`config.mk`:
```
export PLATFORM = sky130hd
export DESIGN_NAME = pwa_regs
export DESIGN_NICKNAME = d
export VERILOG_FILES = /design/src/hdl/pwa_pkg.sv /design/src/hdl/pwa_regs.sv /design/src/hdl/pwa_alias_bit.sv /design/src/hdl/pwa_byte_mem.sv
export SDC_FILE = /design/constraint.sdc
export NUM_CORES = 1
export LEC_CHECK = 0
export ABC_CLOCK_PERIOD_IN_PS = 3100
export BUFFER_PORTS_ARGS = -buffer_cell sky130_fd_sc_hd__buf_2
export CORE_ASPECT_RATIO = 0.9
export CORE_MARGIN = 1.5
export CORE_UTILIZATION = 55
export CTS_CLUSTER_DIAMETER = 150
export DETAILED_ROUTE_END_ITERATION = 10
export HOLD_SLACK_MARGIN = 0.06
export PLACE_DENSITY_LB_ADDON = 0.15
export SLEW_MARGIN = 20
export SYNTH_ARGS = -nofsm -noshare
export SYNTH_HDL_FRONTEND = slang
export SYNTH_SLANG_ARGS = --single-unit
```
`constraint.sdc`:
```
create_clock -name clk -period 3.1 [get_ports clk]
set_input_delay 0.62 -clock clk [delete_from_list [all_inputs] [get_ports clk]]
set_output_delay 0.62 -clock clk [all_outputs]
set_load 0.005 [all_outputs]
```
`src/hdl/pwa_pkg.sv`:
```
// constants for the pwm counter and alias register bank
package pwa_pkg;

   // instance count and data widths
   localparam int PWA_NUM_INST = 3;
   localparam int PWA_ADDR_W   = 8;
   localparam int PWA_DATA_W   = 8;
   localparam int PWA_CNT_W    = 16;

   // register map, one byte address per register
   localparam logic [7:0] A_OFL_BASE  = 8'h00;
   localparam logic [7:0] A_TMRH_BASE = 8'h04;
   localparam logic [7:0] A_TMRL_BASE = 8'h08;
   localparam logic [7:0] A_CTL_BASE  = 8'h0C;
   localparam logic [7:0] A_LDC_BASE  = 8'h10;
   localparam logic [7:0] A_EN_ALIAS  = 8'h14;
   localparam logic [7:0] A_LD_ALIAS  = 8'h15;
   localparam logic [7:0] A_OUT_ALIAS = 8'h16;

   // field positions inside the control and reload trigger views
   localparam int CTL_EN_BIT  = 7;
   localparam int CTL_OUT_BIT = 5;
   localparam int LDC_ARM_BIT = 7;

   // byte lanes of the timer counter
   localparam int TMR_HI_MSB = 15;
   localparam int TMR_HI_LSB = 8;
   localparam int TMR_LO_MSB = 7;

   // reset and default values
   localparam logic                  ALIAS_RST   = 1'b0;
   localparam logic [7:0]            RD_UNMAPPED = 8'h00;
   localparam logic [7:0]            RD_RST      = 8'h00;
   localparam logic [PWA_CNT_W-1:0]  TMR_ZERO    = 16'h0000;
   localparam logic [PWA_CNT_W-1:0]  TMR_STEP    = 16'h0001;

   // address hit on register base plus instance index
   function automatic logic pwa_hit(input logic [7:0] addr,
                                    input logic [7:0] base,
                                    input int         idx);
      return addr == (base + 8'(idx));
   endfunction

endpackage

```
`src/hdl/pwa_regs.sv`:
```
// counter bytes and shared alias registers of the three pwm instances
//
// Chosen here: strobed register access and the address map.
`timescale 1ns/1ps
// Operation
// - each instance has a read/write byte holding offset count bits 7..0
// - timer count bits 15..8 of each instance are readable and writable
// - timer count bits 7..0 of each instance are readable and writable
// - enable alias bits 0,1,2 mirror enable of instances one, two, three
// - load armed alias bits 2..0 mirror load armed of instances three..one
// - output alias bits 2..0 mirror output state of instances three..one
// - alias bits 7..3 read zero and ignore writes
// - implemented alias bits reset to zero on every reset
// - offset low and timer bytes undefined at power-up, kept across resets
// - engine clears load armed after reload; software may clear it too
module pwa_regs
   import pwa_pkg::*;
#(
   parameter int NUM_INST = PWA_NUM_INST
)
(
   input  wire logic                          clk,
   input  wire logic                          sys_rst,
   input  wire logic                          clk_en,
   input  wire logic [PWA_ADDR_W-1:0]         reg_addr,
   input  wire logic [PWA_DATA_W-1:0]         reg_wdata,
   input  wire logic                          reg_wr,
   input  wire logic                          reg_rd,
   output logic      [PWA_DATA_W-1:0]         reg_rdata,
   input  wire logic [NUM_INST-1:0]           tmr_step,
   input  wire logic [NUM_INST-1:0]           tmr_clear,
   input  wire logic [NUM_INST-1:0]           ld_done,
   input  wire logic [NUM_INST-1:0]           out_set,
   input  wire logic [NUM_INST-1:0]           out_clr,
   output logic      [NUM_INST*PWA_DATA_W-1:0] offset_count_low,
   output logic      [NUM_INST*PWA_CNT_W-1:0]  timer_count,
   output logic      [NUM_INST-1:0]           enable,
   output logic      [NUM_INST-1:0]           load_armed,
   output logic      [NUM_INST-1:0]           output_state
);

   localparam int PAD_W = PWA_DATA_W - NUM_INST;
   localparam int MEM_AW = 2;

   logic [PWA_CNT_W-1:0]  tmr_ff     [NUM_INST];
   logic [PWA_CNT_W-1:0]  nxt_tmr_ff [NUM_INST];
   logic [PWA_DATA_W-1:0] rd_ff;
   logic [PWA_DATA_W-1:0] nxt_rd_ff;
   logic                  mem_sel_ff;
   logic                  nxt_mem_sel_ff;
   logic [PWA_DATA_W-1:0] mem_rdata;
   logic [MEM_AW-1:0]     mem_addr;
   logic                  ofl_hit;
   logic [NUM_INST-1:0]   en_sw_wr;
   logic [NUM_INST-1:0]   en_sw_val;
   logic [NUM_INST-1:0]   ld_sw_wr;
   logic [NUM_INST-1:0]   ld_sw_val;
   logic [NUM_INST-1:0]   out_sw_wr;
   logic [NUM_INST-1:0]   out_sw_val;

   // offset low decode; one address per cycle so a single index serves
   always_comb
   begin
      ofl_hit  = 1'b0;
      mem_addr = '0;
      for (int i = 0; i < NUM_INST; i++)
      begin
         if (pwa_hit(reg_addr, A_OFL_BASE, i))
         begin
            ofl_hit  = 1'b1;
            mem_addr = MEM_AW'(i);
         end
      end
   end

   pwa_byte_mem #(
      .DEPTH (NUM_INST),
      .W     (PWA_DATA_W),
      .AW    (MEM_AW)
   ) u_ofl_mem (
      .clk    (clk),
      .clk_en (clk_en),
      .wr     (reg_wr && ofl_hit),
      .waddr  (mem_addr),
      .wdata  (reg_wdata),
      .rd     (reg_rd && ofl_hit),
      .raddr  (mem_addr),
      .rdata  (mem_rdata),
      .flat   (offset_count_low)
   );

   // timer counter: software byte writes override the engine's step
   always_comb
   begin
      for (int i = 0; i < NUM_INST; i++)
      begin
         nxt_tmr_ff[i] = tmr_ff[i];
         if (tmr_clear[i])
            nxt_tmr_ff[i] = TMR_ZERO;
         else if (tmr_step[i])
            nxt_tmr_ff[i] = tmr_ff[i] + TMR_STEP;
         if (reg_wr && pwa_hit(reg_addr, A_TMRH_BASE, i))
            nxt_tmr_ff[i][TMR_HI_MSB:TMR_HI_LSB] = reg_wdata;
         if (reg_wr && pwa_hit(reg_addr, A_TMRL_BASE, i))
            nxt_tmr_ff[i][TMR_LO_MSB:0] = reg_wdata;
      end
   end

   // no reset branch: a warm reset must not disturb a running count
   always_ff @(posedge clk)
   begin
      if (clk_en)
         tmr_ff <= nxt_tmr_ff;
   end

   always_comb
   begin
      for (int i = 0; i < NUM_INST; i++)
         timer_count[i*PWA_CNT_W +: PWA_CNT_W] = tmr_ff[i];
   end

   // alias bit writes from either the home view or the shared alias
   always_comb
   begin
      for (int i = 0; i < NUM_INST; i++)
      begin
         en_sw_wr[i]   = 1'b0;
         en_sw_val[i]  = 1'b0;
         ld_sw_wr[i]   = 1'b0;
         ld_sw_val[i]  = 1'b0;
         out_sw_wr[i]  = 1'b0;
         out_sw_val[i] = 1'b0;
         if (reg_wr && pwa_hit(reg_addr, A_CTL_BASE, i))
         begin
            en_sw_wr[i]   = 1'b1;
            en_sw_val[i]  = reg_wdata[CTL_EN_BIT];
            out_sw_wr[i]  = 1'b1;
            out_sw_val[i] = reg_wdata[CTL_OUT_BIT];
         end
         if (reg_wr && pwa_hit(reg_addr, A_LDC_BASE, i))
         begin
            ld_sw_wr[i]  = 1'b1;
            ld_sw_val[i] = reg_wdata[LDC_ARM_BIT];
         end
         // upper alias bits have no storage, so writes there vanish
         if (reg_wr && reg_addr == A_EN_ALIAS)
         begin
            en_sw_wr[i]  = 1'b1;
            en_sw_val[i] = reg_wdata[i];
         end
         if (reg_wr && reg_addr == A_LD_ALIAS)
         begin
            ld_sw_wr[i]  = 1'b1;
            ld_sw_val[i] = reg_wdata[i];
         end
         if (reg_wr && reg_addr == A_OUT_ALIAS)
         begin
            out_sw_wr[i]  = 1'b1;
            out_sw_val[i] = reg_wdata[i];
         end
      end
   end

   for (genvar g = 0; g < NUM_INST; g++)
   begin : g_alias
      pwa_alias_bit u_en (
         .clk     (clk),
         .sys_rst (sys_rst),
         .clk_en  (clk_en),
         .sw_wr   (en_sw_wr[g]),
         .sw_val  (en_sw_val[g]),
         .hw_set  (1'b0),
         .hw_clr  (1'b0),
         .q       (enable[g])
      );
      pwa_alias_bit u_ld (
         .clk     (clk),
         .sys_rst (sys_rst),
         .clk_en  (clk_en),
         .sw_wr   (ld_sw_wr[g]),
         .sw_val  (ld_sw_val[g]),
         .hw_set  (1'b0),
         .hw_clr  (ld_done[g]),
         .q       (load_armed[g])
      );
      pwa_alias_bit u_out (
         .clk     (clk),
         .sys_rst (sys_rst),
         .clk_en  (clk_en),
         .sw_wr   (out_sw_wr[g]),
         .sw_val  (out_sw_val[g]),
         .hw_set  (out_set[g]),
         .hw_clr  (out_clr[g]),
         .q       (output_state[g])
      );
   end

   // read path; unmapped addresses answer zero
   always_comb
   begin
      nxt_rd_ff      = RD_UNMAPPED;
      nxt_mem_sel_ff = reg_rd && ofl_hit;
      for (int i = 0; i < NUM_INST; i++)
      begin
         if (pwa_hit(reg_addr, A_TMRH_BASE, i))
            nxt_rd_ff = tmr_ff[i][TMR_HI_MSB:TMR_HI_LSB];
         if (pwa_hit(reg_addr, A_TMRL_BASE, i))
            nxt_rd_ff = tmr_ff[i][TMR_LO_MSB:0];
         if (pwa_hit(reg_addr, A_CTL_BASE, i))
         begin
            nxt_rd_ff[CTL_EN_BIT]  = enable[i];
            nxt_rd_ff[CTL_OUT_BIT] = output_state[i];
         end
         if (pwa_hit(reg_addr, A_LDC_BASE, i))
            nxt_rd_ff[LDC_ARM_BIT] = load_armed[i];
      end
      if (reg_addr == A_EN_ALIAS)
         nxt_rd_ff = {{PAD_W{1'b0}}, enable};
      if (reg_addr == A_LD_ALIAS)
         nxt_rd_ff = {{PAD_W{1'b0}}, load_armed};
      if (reg_addr == A_OUT_ALIAS)
         nxt_rd_ff = {{PAD_W{1'b0}}, output_state};
   end

   always_ff @(posedge clk)
   begin
      if (sys_rst)
      begin
         rd_ff      <= RD_RST;
         mem_sel_ff <= 1'b0;
      end
      else if (clk_en && reg_rd)
      begin
         rd_ff      <= nxt_rd_ff;
         mem_sel_ff <= nxt_mem_sel_ff;
      end
   end

   // both sources are flip-flops; the mux only steers them
   assign reg_rdata = mem_sel_ff ? mem_rdata : rd_ff;

   ofl_roundtrip_a: assert property (
      @(posedge clk) disable iff (sys_rst)
      (reg_wr && clk_en && reg_addr == A_OFL_BASE)
      ##1 (reg_rd && clk_en && reg_addr == A_OFL_BASE)
      |=> reg_rdata == $past(reg_wdata, 2))
      else $error("offset low byte did not read back");

   tmr_high_wr_a: assert property (
      @(posedge clk) disable iff (sys_rst)
      (reg_wr && clk_en && reg_addr == A_TMRH_BASE)
      |=> timer_count[TMR_HI_MSB:TMR_HI_LSB] == $past(reg_wdata))
      else $error("timer high byte write lost");

   tmr_low_wr_a: assert property (
      @(posedge clk) disable iff (sys_rst)
      (reg_wr && clk_en && reg_addr == A_TMRL_BASE)
      |=> timer_count[TMR_LO_MSB:0] == $past(reg_wdata))
      else $error("timer low byte write lost");

   en_alias_rd_a: assert property (
      @(posedge clk) disable iff (sys_rst)
      (reg_rd && clk_en && reg_addr == A_EN_ALIAS)
      |=> reg_rdata[NUM_INST-1:0] == $past(enable))
      else $error("enable alias shows wrong bits");

   ld_alias_rd_a: assert property (
      @(posedge clk) disable iff (sys_rst)
      (reg_rd && clk_en && reg_addr == A_LD_ALIAS)
      |=> reg_rdata[NUM_INST-1:0] == $past(load_armed))
      else $error("load armed alias shows wrong bits");

   out_alias_rd_a: assert property (
      @(posedge clk) disable iff (sys_rst)
      (reg_rd && clk_en && reg_addr == A_OUT_ALIAS)
      |=> reg_rdata[NUM_INST-1:0] == $past(output_state))
      else $error("output alias shows wrong bits");

   alias_upper_zero_a: assert property (
      @(posedge clk) disable iff (sys_rst)
      (reg_rd && clk_en && reg_addr >= A_EN_ALIAS && reg_addr <= A_OUT_ALIAS)
      |=> reg_rdata[PWA_DATA_W-1:NUM_INST] == '0)
      else $error("unimplemented alias bits not zero");

   alias_reset_a: assert property (
      @(posedge clk)
      $past(sys_rst) |-> (enable == '0 && load_armed == '0 && output_state == '0))
      else $error("alias bits not cleared by reset");

   tmr_keep_rst_a: assert property (
      @(posedge clk)
      (sys_rst && clk_en && tmr_step == '0 && tmr_clear == '0 && !reg_wr)
      |=> $stable(timer_count))
      else $error("timer count disturbed by reset");

   ld_hw_clear_a: assert property (
      @(posedge clk) disable iff (sys_rst)
      (clk_en && (ld_done & ~ld_sw_wr) != '0)
      |=> (load_armed & $past(ld_done & ~ld_sw_wr)) == '0)
      else $error("load armed not cleared after reload");

   mirror_share_a: assert property (
      @(posedge clk) disable iff (sys_rst)
      (reg_wr && clk_en && reg_addr == A_CTL_BASE)
      ##1 (reg_rd && clk_en && reg_addr == A_EN_ALIAS)
      |=> reg_rdata[0] == $past(reg_wdata[CTL_EN_BIT], 2))
      else $error("home write not visible at alias");

endmodule // pwa_regs

```
`src/hdl/pwa_alias_bit.sv`:
```
// one storage element seen at both its home register and its alias
`timescale 1ns/1ps
module pwa_alias_bit
   import pwa_pkg::*;
(
   input  wire logic clk,
   input  wire logic sys_rst,
   input  wire logic clk_en,
   input  wire logic sw_wr,
   input  wire logic sw_val,
   input  wire logic hw_set,
   input  wire logic hw_clr,
   output logic      q
);

   logic bit_ff;
   logic nxt_bit_ff;

   // software wins over the engine: a fresh arming is never lost
   always_comb
   begin
      nxt_bit_ff = bit_ff;
      if (sw_wr)
         nxt_bit_ff = sw_val;
      else if (hw_set)
         nxt_bit_ff = 1'b1;
      else if (hw_clr)
         nxt_bit_ff = 1'b0;
   end

   always_ff @(posedge clk)
   begin
      if (sys_rst)
         bit_ff <= ALIAS_RST;
      else if (clk_en)
         bit_ff <= nxt_bit_ff;
   end

   assign q = bit_ff;

endmodule // pwa_alias_bit

```
`src/hdl/pwa_byte_mem.sv`:
```
// small byte store with registered read data, no reset on contents
`timescale 1ns/1ps
module pwa_byte_mem
   import pwa_pkg::*;
#(
   parameter int DEPTH = PWA_NUM_INST,
   parameter int W     = PWA_DATA_W,
   parameter int AW    = 2
)
(
   input  wire logic             clk,
   input  wire logic             clk_en,
   input  wire logic             wr,
   input  wire logic [AW-1:0]    waddr,
   input  wire logic [W-1:0]     wdata,
   input  wire logic             rd,
   input  wire logic [AW-1:0]    raddr,
   output logic      [W-1:0]     rdata,
   output logic      [DEPTH*W-1:0] flat
);

   logic [W-1:0] mem_ff [DEPTH];
   logic [W-1:0] rdata_ff;

   // contents survive every reset; only power-up leaves them unknown
   always_ff @(posedge clk)
   begin
      if (clk_en && wr)
         mem_ff[waddr] <= wdata;
      if (clk_en && rd)
         rdata_ff <= mem_ff[raddr];
   end

   always_comb
   begin
      for (int i = 0; i < DEPTH; i++)
         flat[i*W +: W] = mem_ff[i];
   end

   assign rdata = rdata_ff;

endmodule // pwa_byte_mem

```
== Word-level counts from Yosys, hierarchy flattened ==
Memory sizes are Yosys's and may differ from the RTL's. A register that Yosys moved wholly into a read port is not among the register bits.
Cells that the tools add are included.

* $add $sub $neg: 3
* Eq/ne operators: 17
* Multiplexer cells: 86
* Reductions and logical operators: 48

{| class="wikitable"
|+ Operators with widths
! kind !! number
|-
| $mux W8 || 16
|-
| $mux W16 || 6
|-
| $mux W1 || 63
|-
| $add A16 B1 Y16 const B || 3
|-
| $eq A8 B4 Y1 const B || 6
|-
| $eq A8 B5 Y1 const B || 6
|-
| $reduce_and A2 Y1 || 15
|-
| $reduce_bool A3 Y1 || 9
|-
| $eq A8 B3 Y1 const B || 3
|-
| $logic_and A1 B1 Y1 || 20
|-
| $eq A8 B1 Y1 const B || 1
|-
| $eq A8 B2 Y1 const B || 1
|-
| $logic_not A8 Y1 || 1
|-
| $reduce_bool A2 Y1 || 3
|-
| $mux W2 || 1
|}

* Flip-flop bits (word level): 66
* Bits in writable memories: 24
* Input port bits: 36
* Output and inout bits: 89
* Word-level logic and storage cells: 172
* Memories: 1

{| class="wikitable"
|+ Memory list
! memory !! words !! bits a word !! rd ports !! clocked after Yosys merged registers in !! wr ports !! line !! RTL
|-
| u_ofl_mem.mem_ff || 3 || 8 || 4 || 1 || 1 || pwa_byte_mem.sv:22 || <nowiki>logic [W-1:0] mem_ff [DEPTH];</nowiki>
|}

== Depth between registers and ports, before layout ==
Gate-level depths: netlist (run 1).

* Depth after elaboration: 16
* Depth in mapped cells: 8
* Mapped depth without buffers: 5

== Hierarchy ==
Synthesis (run 1) repeated with hierarchy kept, for this count alone.

* Cell total of the unflattened synthesis: 626
* Area, all modules: 6336.1 um^2

{| class="wikitable"
|+ Modules (own cells, without submodules)
! module !! instances !! cells an instance !! area an instance (um^2) !! sequential area each (um^2)
|-
| pwa_regs || 1 || 517 || 4386.7 || 1621.6
|-
| pwa_byte_mem || 1 || 55 || 1442.6 || 1201.2
|-
| pwa_alias_bit || 9 || 6 || 56.3 || 20.0
|}

== Least setup slack after synthesis (run 1) ==
Ideal clock, no wire load.

* Kind: input port to flip-flop
* From: input reg_addr[3]
* To: memory u_ofl_mem.mem_ff[0][0] in the netlist's numbering (enable)
* Library setup time: 0.395 ns
* Arrival: 2.270 ns
* Data required time: 2.705 ns
* Path slack: 0.435 ns
* Cell stages on the path: 4
* Path buffers: 2
* Path through: clkbuf_1 > clkbuf_1 > nor3_1 > nor4_1

* Cells in the longest elaborated chain, start to end: 8
* Elaborated cells on any way between the ends: 12
* Classes of those cells: eq/ne (2); mux (7); reduce/logical (3)

{| class="wikitable"
|+ Ends and longest elaborated chain
! what !! line !! RTL
|-
| from (decl) || pwa_regs.sv:25 || <nowiki>input wire logic [PWA_ADDR_W-1:0] reg_addr,</nowiki>
|-
| $logic_not A8 Y1 || pwa_pkg.sv:41 || <nowiki>return addr == (base + 8'(idx));</nowiki>
|-
| $mux W1 (3 in series) || pwa_regs.sv:68 || <nowiki>if (pwa_hit(reg_addr, A_OFL_BASE, i))</nowiki>
|-
| $logic_and A1 B1 Y1 || pwa_regs.sv:83 || <nowiki>.wr (reg_wr && ofl_hit),</nowiki>
|-
| $logic_and A1 B1 Y1 || pwa_byte_mem.sv:28 || <nowiki>if (clk_en && wr)</nowiki>
|-
| $mux W1 || pwa_byte_mem.sv:28 ||
|-
| $mux W1 (implied by the code) || pwa_byte_mem.sv:29 || <nowiki>mem_ff[waddr] <= wdata;</nowiki>
|-
| to (decl) || pwa_byte_mem.sv:22 ||
|}

Several ways; a longest one is shown, not always the timed one.

==> reports/metrics.csv, run 1 <==
stage,metric,value,unit
sta,rsz0062_at_grt,no,
route,dr.pass1.iters,8,
sta,setup_ws,0.6915,ns
global_routing,grt_antenna_before_repair,0,
logic_synthesis,synthArstFlopShare,0,%
sta,final_max_slew_viol_count,0,
status,status,finished clean,
clock_network,postCtsSetupRepairBufs,0,
clock_network,clock_sinks,98,
logic_synthesis,syn-num-nets,652,
logic_synthesis,synth_area,5984,um2
setup_path,critPathRequiredTime,3.20,ns
global_routing,grt_overflow,0,
setup_path,r2r-end,timer_count[14],
layout,layout.cells.non_filler,852,
logic_synthesis,muxShareOfSynthArea,2.697,%
route,viasPerCell,6.607,
logic_synthesis,yosysWarnings,0,
floorplanning,fp.dieW,113.0,um
power_and_ir_drop,comb_power_share,11.3,%
sta,finalHoldViolCount,0,
layout,final_cell_mix,"buf_2 (124), nand2_1 (80), edfxtp_1 (80)",
min_path,min_to,rd_ff[6],
logic_synthesis,ys_seq_area_share,46.16,%
placement,dpl.cell_count,836,
layout,final_common_cell,buf_2,
logic_synthesis,synth_compound_area_share,18.54,%
clock_network,worstSkewPairLatency,0.35,ns
min_path,hp-class,reg2reg,
floorplanning,die_h,102.0,um
logic_synthesis,synth.distinct_cells,65,
floorplanning,die-area,11520,um2
logic_synthesis,postSynthCellCount,613,
run,max_cap_viol_count,0,
logic_synthesis,postSynthAreaPerCell,9.763,um2
layout,area_growth,16.54,%
power_and_ir_drop,switchingPower,0.8463,mW
setup_path,worstPathArrival,2.51,ns
power_and_ir_drop,p_int,2.184,mW
placement,pre_cts_slack,0.4295,ns
power_and_ir_drop,p_total,3.030,mW
sta,clock.fmax,0.4152,GHz
sta,setup_tns,0,ns
setup_path,r2r_slack,1.23,ns
route,drt_iter0_markers,667,
power_and_ir_drop,clkPwrFrac,37.5,%
min_path,min_from,rd_ff[6],
sta,slew_headroom,62.74,%
setup_path,worst_r2r_startpoint,timer_count[2],
logic_synthesis,yosys.area_share.xor_xnor,6.147,%
setup_path,start_kind,input port,
sta,setup_viol,0,
logic_synthesis,synth-simple-area-share,21.24,%
logic_synthesis,synth_ff_type,edfxtp_1,
placement,port_buffers,124,
setup_path,ff2ff_path_depth,5,
route,wire_per_inst,21.81,um
route,wirelength,18580,um
route,antenna_left,0,
setup_path,critPathMaxFanout,24,
logic_synthesis,synth-edff-count,80,
logic_synthesis,ys_ff_latch,98,
floorplanning,start_util,57.42,%
global_routing,grt_pass1_wl,28880,um
placement,hpwl,13100,um
layout,drive_gt1_share,26.28,%
min_path,whs_path_depth,2,
clock_network,clk_pin_slew,0.07,ns
layout,nets,757,
sta,clock_skew,0.004902,ns
placement,globalplace.congestion,0.9749,
clock_network,cts_tree,done,
route,drc_errors,0,
clock_network,numCtsBuffers,9,
layout,fillCellCount,889,
floorplanning,core.rowCount,35,
sta,worstMarginPinSlew,0.5569,ns
layout,num_antenna_cells,0,
logic_synthesis,synth_top_family_by_area,simple AND/OR/NAND/NOR gates,
setup_path,critPathCaptureType,flop,
global_routing,grt_pass1_vias,5182,
clock_network,ctsHoldBuffers,0,
power_and_ir_drop,switching_share,27.93,%
setup_path,path_class,in2reg,
floorplanning,coreArea,10420,um2
setup_path,cp_cell_sequence,buf_2 > nor2b_1 > nand2_1 > nor2_1 > buf_4 > or2_2 > o21ai_0,
global_routing,gr-usage-all-layers,32.86,%
setup_path,slowest_stage,nor2b_1,
logic_synthesis,synthAdderAreaFrac,0.6272,%
setup_path,critPathMaxStageDelay,0.52,ns
route,vias,5629,
sta,period_needed,2.409,ns
clock_network,cts_resized,0,
power_and_ir_drop,vdd.ir_drop.worst,0.0002653,V
floorplanning,io_pins,125,
clock_network,htree_levels,3,
power_and_ir_drop,total_leakage_power,2.549,nW
global_routing,grt_max_degree,25,
power_and_ir_drop,pwr_density_cell,434.4,nW/um2
sta,period_share,77.69,%
power_and_ir_drop,power_frac_seq,51.2,%
clock_network,clock_path_buffers,2,
clock_network,clockRootBuffer,clkbuf_16,
==> worst max-delay path: cells and delay by family <==
| family | cells | cell delay, ns |
|---|---|---|
| buffers and inverters | 2 | 0.58 |
| AO/OA/AOI/OAI | 1 | 0.10 |
| AND/OR/NAND/NOR | 4 | 1.20 |
==> cell families after synthesis <==
logic type,count (synthesis)
adder cells (fa/ha/maj),3
AO/OA/AOI/OAI,154
flip-flops,98
XOR/XNOR,42
multiplexers,15
buffers and inverters,55
AND/OR/NAND/NOR,246
==> flip-flops by register name, indices dropped and copies added (netlist names) <==
name,count
timer_count,48
u_ofl_mem.mem_ff,24
rd_ff,8
u_ofl_mem.rdata,8
g_alias.u_en.q,3
g_alias.u_ld.q,3
g_alias.u_out.q,3
mem_sel_ff,1
==> through the flow <==
stage / hold WS, ns / utilization (%) / area, um2
finish: 0.4624 / 66.91 / 6974
global route: 0.4831 / 66.91 / 6974
CTS: 0.4632 / 66.91 / 6974
detailed placement: 0.4533 / 63.97 / 6668
global placement: 0.4523 / 63.97 / 6668
floorplan: 0.4338 / - / 5984
==> metal layers <==
metal / share of wire, % / up-vias / global-route usage [%]
met1: 39 / 2682 / 44.89
met3: 11 / 63 / 7.829
met5: 0 / - / 0
met4: 3.1 / 0 / 10.96
li1: - / 2521 / -
met2: 46 / 363 / 52.30
==> layout make-up <==
class	instances	area [um2]	area share (%)
clock buffer	9	225.2	3.229
sequential	98	2763	39.61
multi-input combinational	460	2954	42.36
inverter	5	18.77	0.2691
clock inverter	7	81.33	1.166
timing repair buffer	144	770.7	11.05
tap	129	161.4	2.314
==> worst max-delay path by stage <==
stage	cells past startpoint	from	endpoint	slack [ns]
4_1_cts	6	reg_addr[0]	u_ofl_mem.rdata[1]	0.77
3_3_place_gp	6	reg_addr[0]	u_ofl_mem.rdata[6]	0.54
2_1_floorplan	4	reg_addr[3]	u_ofl_mem.mem_ff[0][0]	0.44
5_1_grt	7	reg_addr[0]	timer_count[25]	0.49
6_report	7	reg_addr[0]	timer_count[26]	0.69
3_5_place_dp	7	reg_addr[0]	timer_count[26]	0.43
==> synth_stat cells (3+ instances only) <==
cell type	instances	area share, %
or2_2	3	0.31
o32ai_1	3	0.44
a21oi_1	10	0.84
a21boi_0	3	0.38
xor2_1	19	2.8
buf_4	13	1.6
a32oi_1	4	0.59
a22oi_1	10	1.3
buf_2	14	1.2
a22o_1	10	1.5
clkbuf_1	22	1.4
o2bb2ai_1	4	0.59
a211oi_1	3	0.38
nor2b_1	9	0.94
xnor2_1	23	3.4
edfxtp_1	80	40
o21ai_0	40	3.3
nor2_1	43	2.7
o211ai_1	3	0.38
ha_1	3	0.63
o31a_1	7	1.0
nor3_2	3	0.50
nor4_1	4	0.42
nand3b_1	3	0.38
mux2i_1	6	1.0
nand4_1	18	1.9
dfxtp_1	18	6.0
nand2b_1	5	0.52
mux2_2	9	1.7
inv_1	5	0.31
and3_1	11	1.1
nand2_1	80	5.0
o22ai_1	7	0.73
and2_1	5	0.52
a221o_1	4	0.67
a31oi_1	7	0.73
and4_1	6	0.88
a21o_1	7	0.88
o221ai_1	5	0.73
o31ai_1	15	1.9
nor3_1	16	1.3
nand3_1	25	2.1
==> power by group through the flow <==
stage / registers [mW] / clock network [mW] / logic, mW
2_1_floorplan: 1.56 / 0 / 0.192
3_3_place_gp: 1.58 / 0 / 0.326
3_5_place_dp: 1.58 / 0 / 0.333
4_1_cts: 1.55 / 1.15 / 0.335
5_1_grt: 1.56 / 1.20 / 0.370
6_report: 1.55 / 1.14 / 0.342
Note: power is estimated with default switching activity, not from simulation.
==> inputs of run 2 (changes only) <==
Settings changed: ABC_CLOCK_PERIOD_IN_PS 3100 to 2310.
Clock period 3.1 ns to 2.31 ns, I/O delays scaled along.
==> run 2 against run 1 <==
Hold slack worse by 0.10 ns; non-clock buffer count is 35 higher; critical path depth is 1 higher; global-route usage is 0.86 points higher; total power is 35% higher; worst setup slack worse by 0.35 ns; sequential power is 34% higher; via count is 2.2% higher; sequential share of layout area is 1.7 points lower; sequential cell count stayed put; critical path type unchanged; critical endpoint is now u_ofl_mem.mem_ff[0][3].
==> reports/metrics.csv, run 2 (same netlist as run 1, synthesis figures left out) <==
stage,metric,value,unit,change
floorplanning,die_h,102.0,um,unchanged
power_and_ir_drop,pwr_density_cell,560.5,nW/um2,was 434.4 nW/um2
layout,multi_input_comb_area,2960,um2,was 2954 um2
floorplanning,io_pins,125,,unchanged
clock_network,worstSkewPairLatency,0.35,ns,about the same
clock_network,clk_pin_slew,0.07,ns,about the same
layout,num_antenna_cells,0,,unchanged
sta,rsz0062_at_grt,no,,unchanged
global_routing,grt_max_degree,24,,was 25
clock_network,clock_path_buffers,2,,unchanged
layout,final_common_cell,buf_2,,unchanged
floorplanning,fp.dieW,113.0,um,unchanged
clock_network,postCtsSetupRepairBufs,0,,unchanged
layout,nets,792,,was 757
global_routing,grt_pass1_wl,29520,um,was 28880 um
setup_path,critPathMaxStageDelay,0.44,ns,was 0.52 ns
sta,clock.fmax,0.5086,GHz,
status,status,finished clean,,unchanged
power_and_ir_drop,switchingPower,1.125,mW,was 0.8463 mW
sta,setup_ws,0.3437,ns,was 0.6915 ns
sta,setup_viol,0,,unchanged
setup_path,slowest_stage,nor4_2,,was nor2b_1
sta,finalHoldViolCount,0,,unchanged
floorplanning,die-area,11520,um2,unchanged
sta,setup_tns,0,ns,unchanged
layout,drive_gt1_share,29.82,%,was 26.28%
global_routing,grt-busiest-layer,met2,,unchanged
sta,period_share,85.12,%,
sta,worstMarginPinSlew,0.5020,ns,was 0.5569 ns
layout,layout.cells.non_filler,887,,was 852
route,drt_iter0_markers,552,,was 667
clock_network,cts_tree,done,,unchanged
power_and_ir_drop,comb_power_share,12.4,%,was 11.3%
sta,final_max_slew_viol_count,0,,unchanged
setup_path,critPathMaxFanout,20,,was 24
global_routing,gr-usage-all-layers,33.72,%,was 32.86%
setup_path,cp_cell_sequence,buf_2 > nor4_2 > buf_12 > nand2_1 > nor3_2 > buf_4 > nor4_2 > buf_4,,was buf_2 > nor2b_1 > nand2_1 > nor2_1 > buf_4 > or2_2 > o21ai_0
clock_network,clockRootBuffer,clkbuf_16,,unchanged
min_path,hp-class,in2reg,,was reg2reg
sta,clock_skew,0.004636,ns,was 0.004902 ns
route,drc_errors,0,,unchanged
global_routing,grt_overflow,0,,unchanged
layout,fin_area,7281,um2,was 6974 um2
global_routing,grtUsageMet3,6.346,%,was 7.829%
setup_path,critPathCaptureType,flop,,unchanged
placement,globalplace.congestion,0.9474,,was 0.9749
setup_path,start_kind,input port,,unchanged
route,vias,5751,,was 5629
setup_path,critical_path.top_delay_family,simple AND/OR/NAND/NOR gates,,unchanged
placement,port_buffers,124,,unchanged
route,wirelength,19240,um,was 18580 um
route,dr.pass1.iters,5,,was 8
run,max_cap_viol_count,0,,unchanged
route,wire_per_inst,21.70,um,was 21.81 um
layout,fillCellCount,846,,was 889
clock_network,numCtsBuffers,9,,unchanged
placement,dpl.cell_count,871,,was 836
layout,area_growth,21.66,%,was 16.54%
power_and_ir_drop,p_int,2.956,mW,was 2.184 mW
layout,largest_register_ffs,48,,unchanged
floorplanning,start_util,57.42,%,unchanged
placement,placed_area,6987,um2,was 6668 um2
sta,period_needed,1.966,ns,
placement,hpwl,13930,um,was 13100 um
power_and_ir_drop,clkPwrFrac,36.6,%,was 37.5%
power_and_ir_drop,vdd.ir_drop.worst,0.0003592,V,was 0.0002653 V
clock_network,htree_levels,3,,unchanged
global_routing,grt_pass1_vias,5444,,was 5182
sta,slew_headroom,66.53,%,was 62.74%
floorplanning,core.rowCount,35,,unchanged
floorplanning,coreArea,10420,um2,unchanged
power_and_ir_drop,total_leakage_power,2.726,nW,was 2.549 nW
placement,pre_cts_slack,0.01568,ns,was 0.4295 ns
setup_path,critPathRequiredTime,2.42,ns,was 3.20 ns
global_routing,grt_antenna_before_repair,0,,unchanged
layout,regArea,2763,um2,unchanged
setup_path,path_class,in2reg,,unchanged
global_routing,met2_usage,55.07,%,was 52.30%
setup_path,worstPathArrival,2.07,ns,was 2.51 ns
layout,final_cell_mix,"buf_2 (124), nand2_1 (80), edfxtp_1 (80)",,unchanged
setup_path,cp_num_buf_inv,4,,was 2
route,antenna_left,0,,unchanged
clock_network,cts_resized,0,,unchanged
clock_network,clock_sinks,98,,unchanged
route,viasPerCell,6.484,,was 6.607
clock_network,ctsHoldBuffers,0,,unchanged
global_routing,grt_use_met1,45.10,%,was 44.89%
power_and_ir_drop,switching_share,27.57,%,was 27.93%
power_and_ir_drop,power_frac_seq,50.9,%,was 51.2%
-- run 2: layer usage --
metal | wire length [um] | up-vias
met3 | 1925 | 53
met4 | 608 | 0
met5 | 0 | -
met1 | 7828 | 2725
met2 | 8882 | 379
li1 | - | 2594
-- run 2: layout make-up --
type | count | share of cell area [%]
Multi-Input combinational cell | 460 | 40.66
Sequential cell | 98 | 37.94
Timing Repair Buffer | 179 | 14.88
Clock buffer | 9 | 3.093
Tap cell | 129 | 2.217
Clock inverter | 7 | 0.9452
Inverter | 5 | 0.2578
-- run 2: path summary, 6_finish.rpt --
kind / startpoint / to / slack [ns] / cells after the start
worst max-delay path: reg_addr[4] / u_ofl_mem.mem_ff[0][3] / 0.34 / 8
worst min-delay path: out_set[2] / g_alias[2].u_out.q / 0.36 / 3
worst max register to register: timer_count[36] / timer_count[46] / 0.42 / 5
worst min register to register: rd_ff[6] / rd_ff[6] / 0.48 / 2
-- run 2: power by group through the flow --
stage / logic [mW] / clock network [mW] / registers [mW]
floorplan: 0.257 / 0 / 2.09
global placement: 0.488 / 0 / 2.11
detailed placement: 0.495 / 0 / 2.12
CTS: 0.498 / 1.50 / 2.08
global route: 0.546 / 1.55 / 2.08
finish: 0.508 / 1.49 / 2.08
-- run 2: per-stage QoR --
step | hold slack [ns] | total power [mW] | utilization [%]
floorplan | 0.4338 | 2.347 | -
global placement | 0.4541 | 2.600 | 67.03
detailed placement | 0.4703 | 2.610 | 67.03
CTS | 0.3586 | 4.071 | 69.86
global route | 0.3754 | 4.181 | 69.86
finish | 0.3589 | 4.081 | 69.86
-- run 2: worst min-delay path, delay by kind of cell --
kind	cells	cell delay, ns
AO/OA/AOI/OAI	1	0.08
buffers and inverters	1	0.09
AND/OR/NAND/NOR	1	0.04
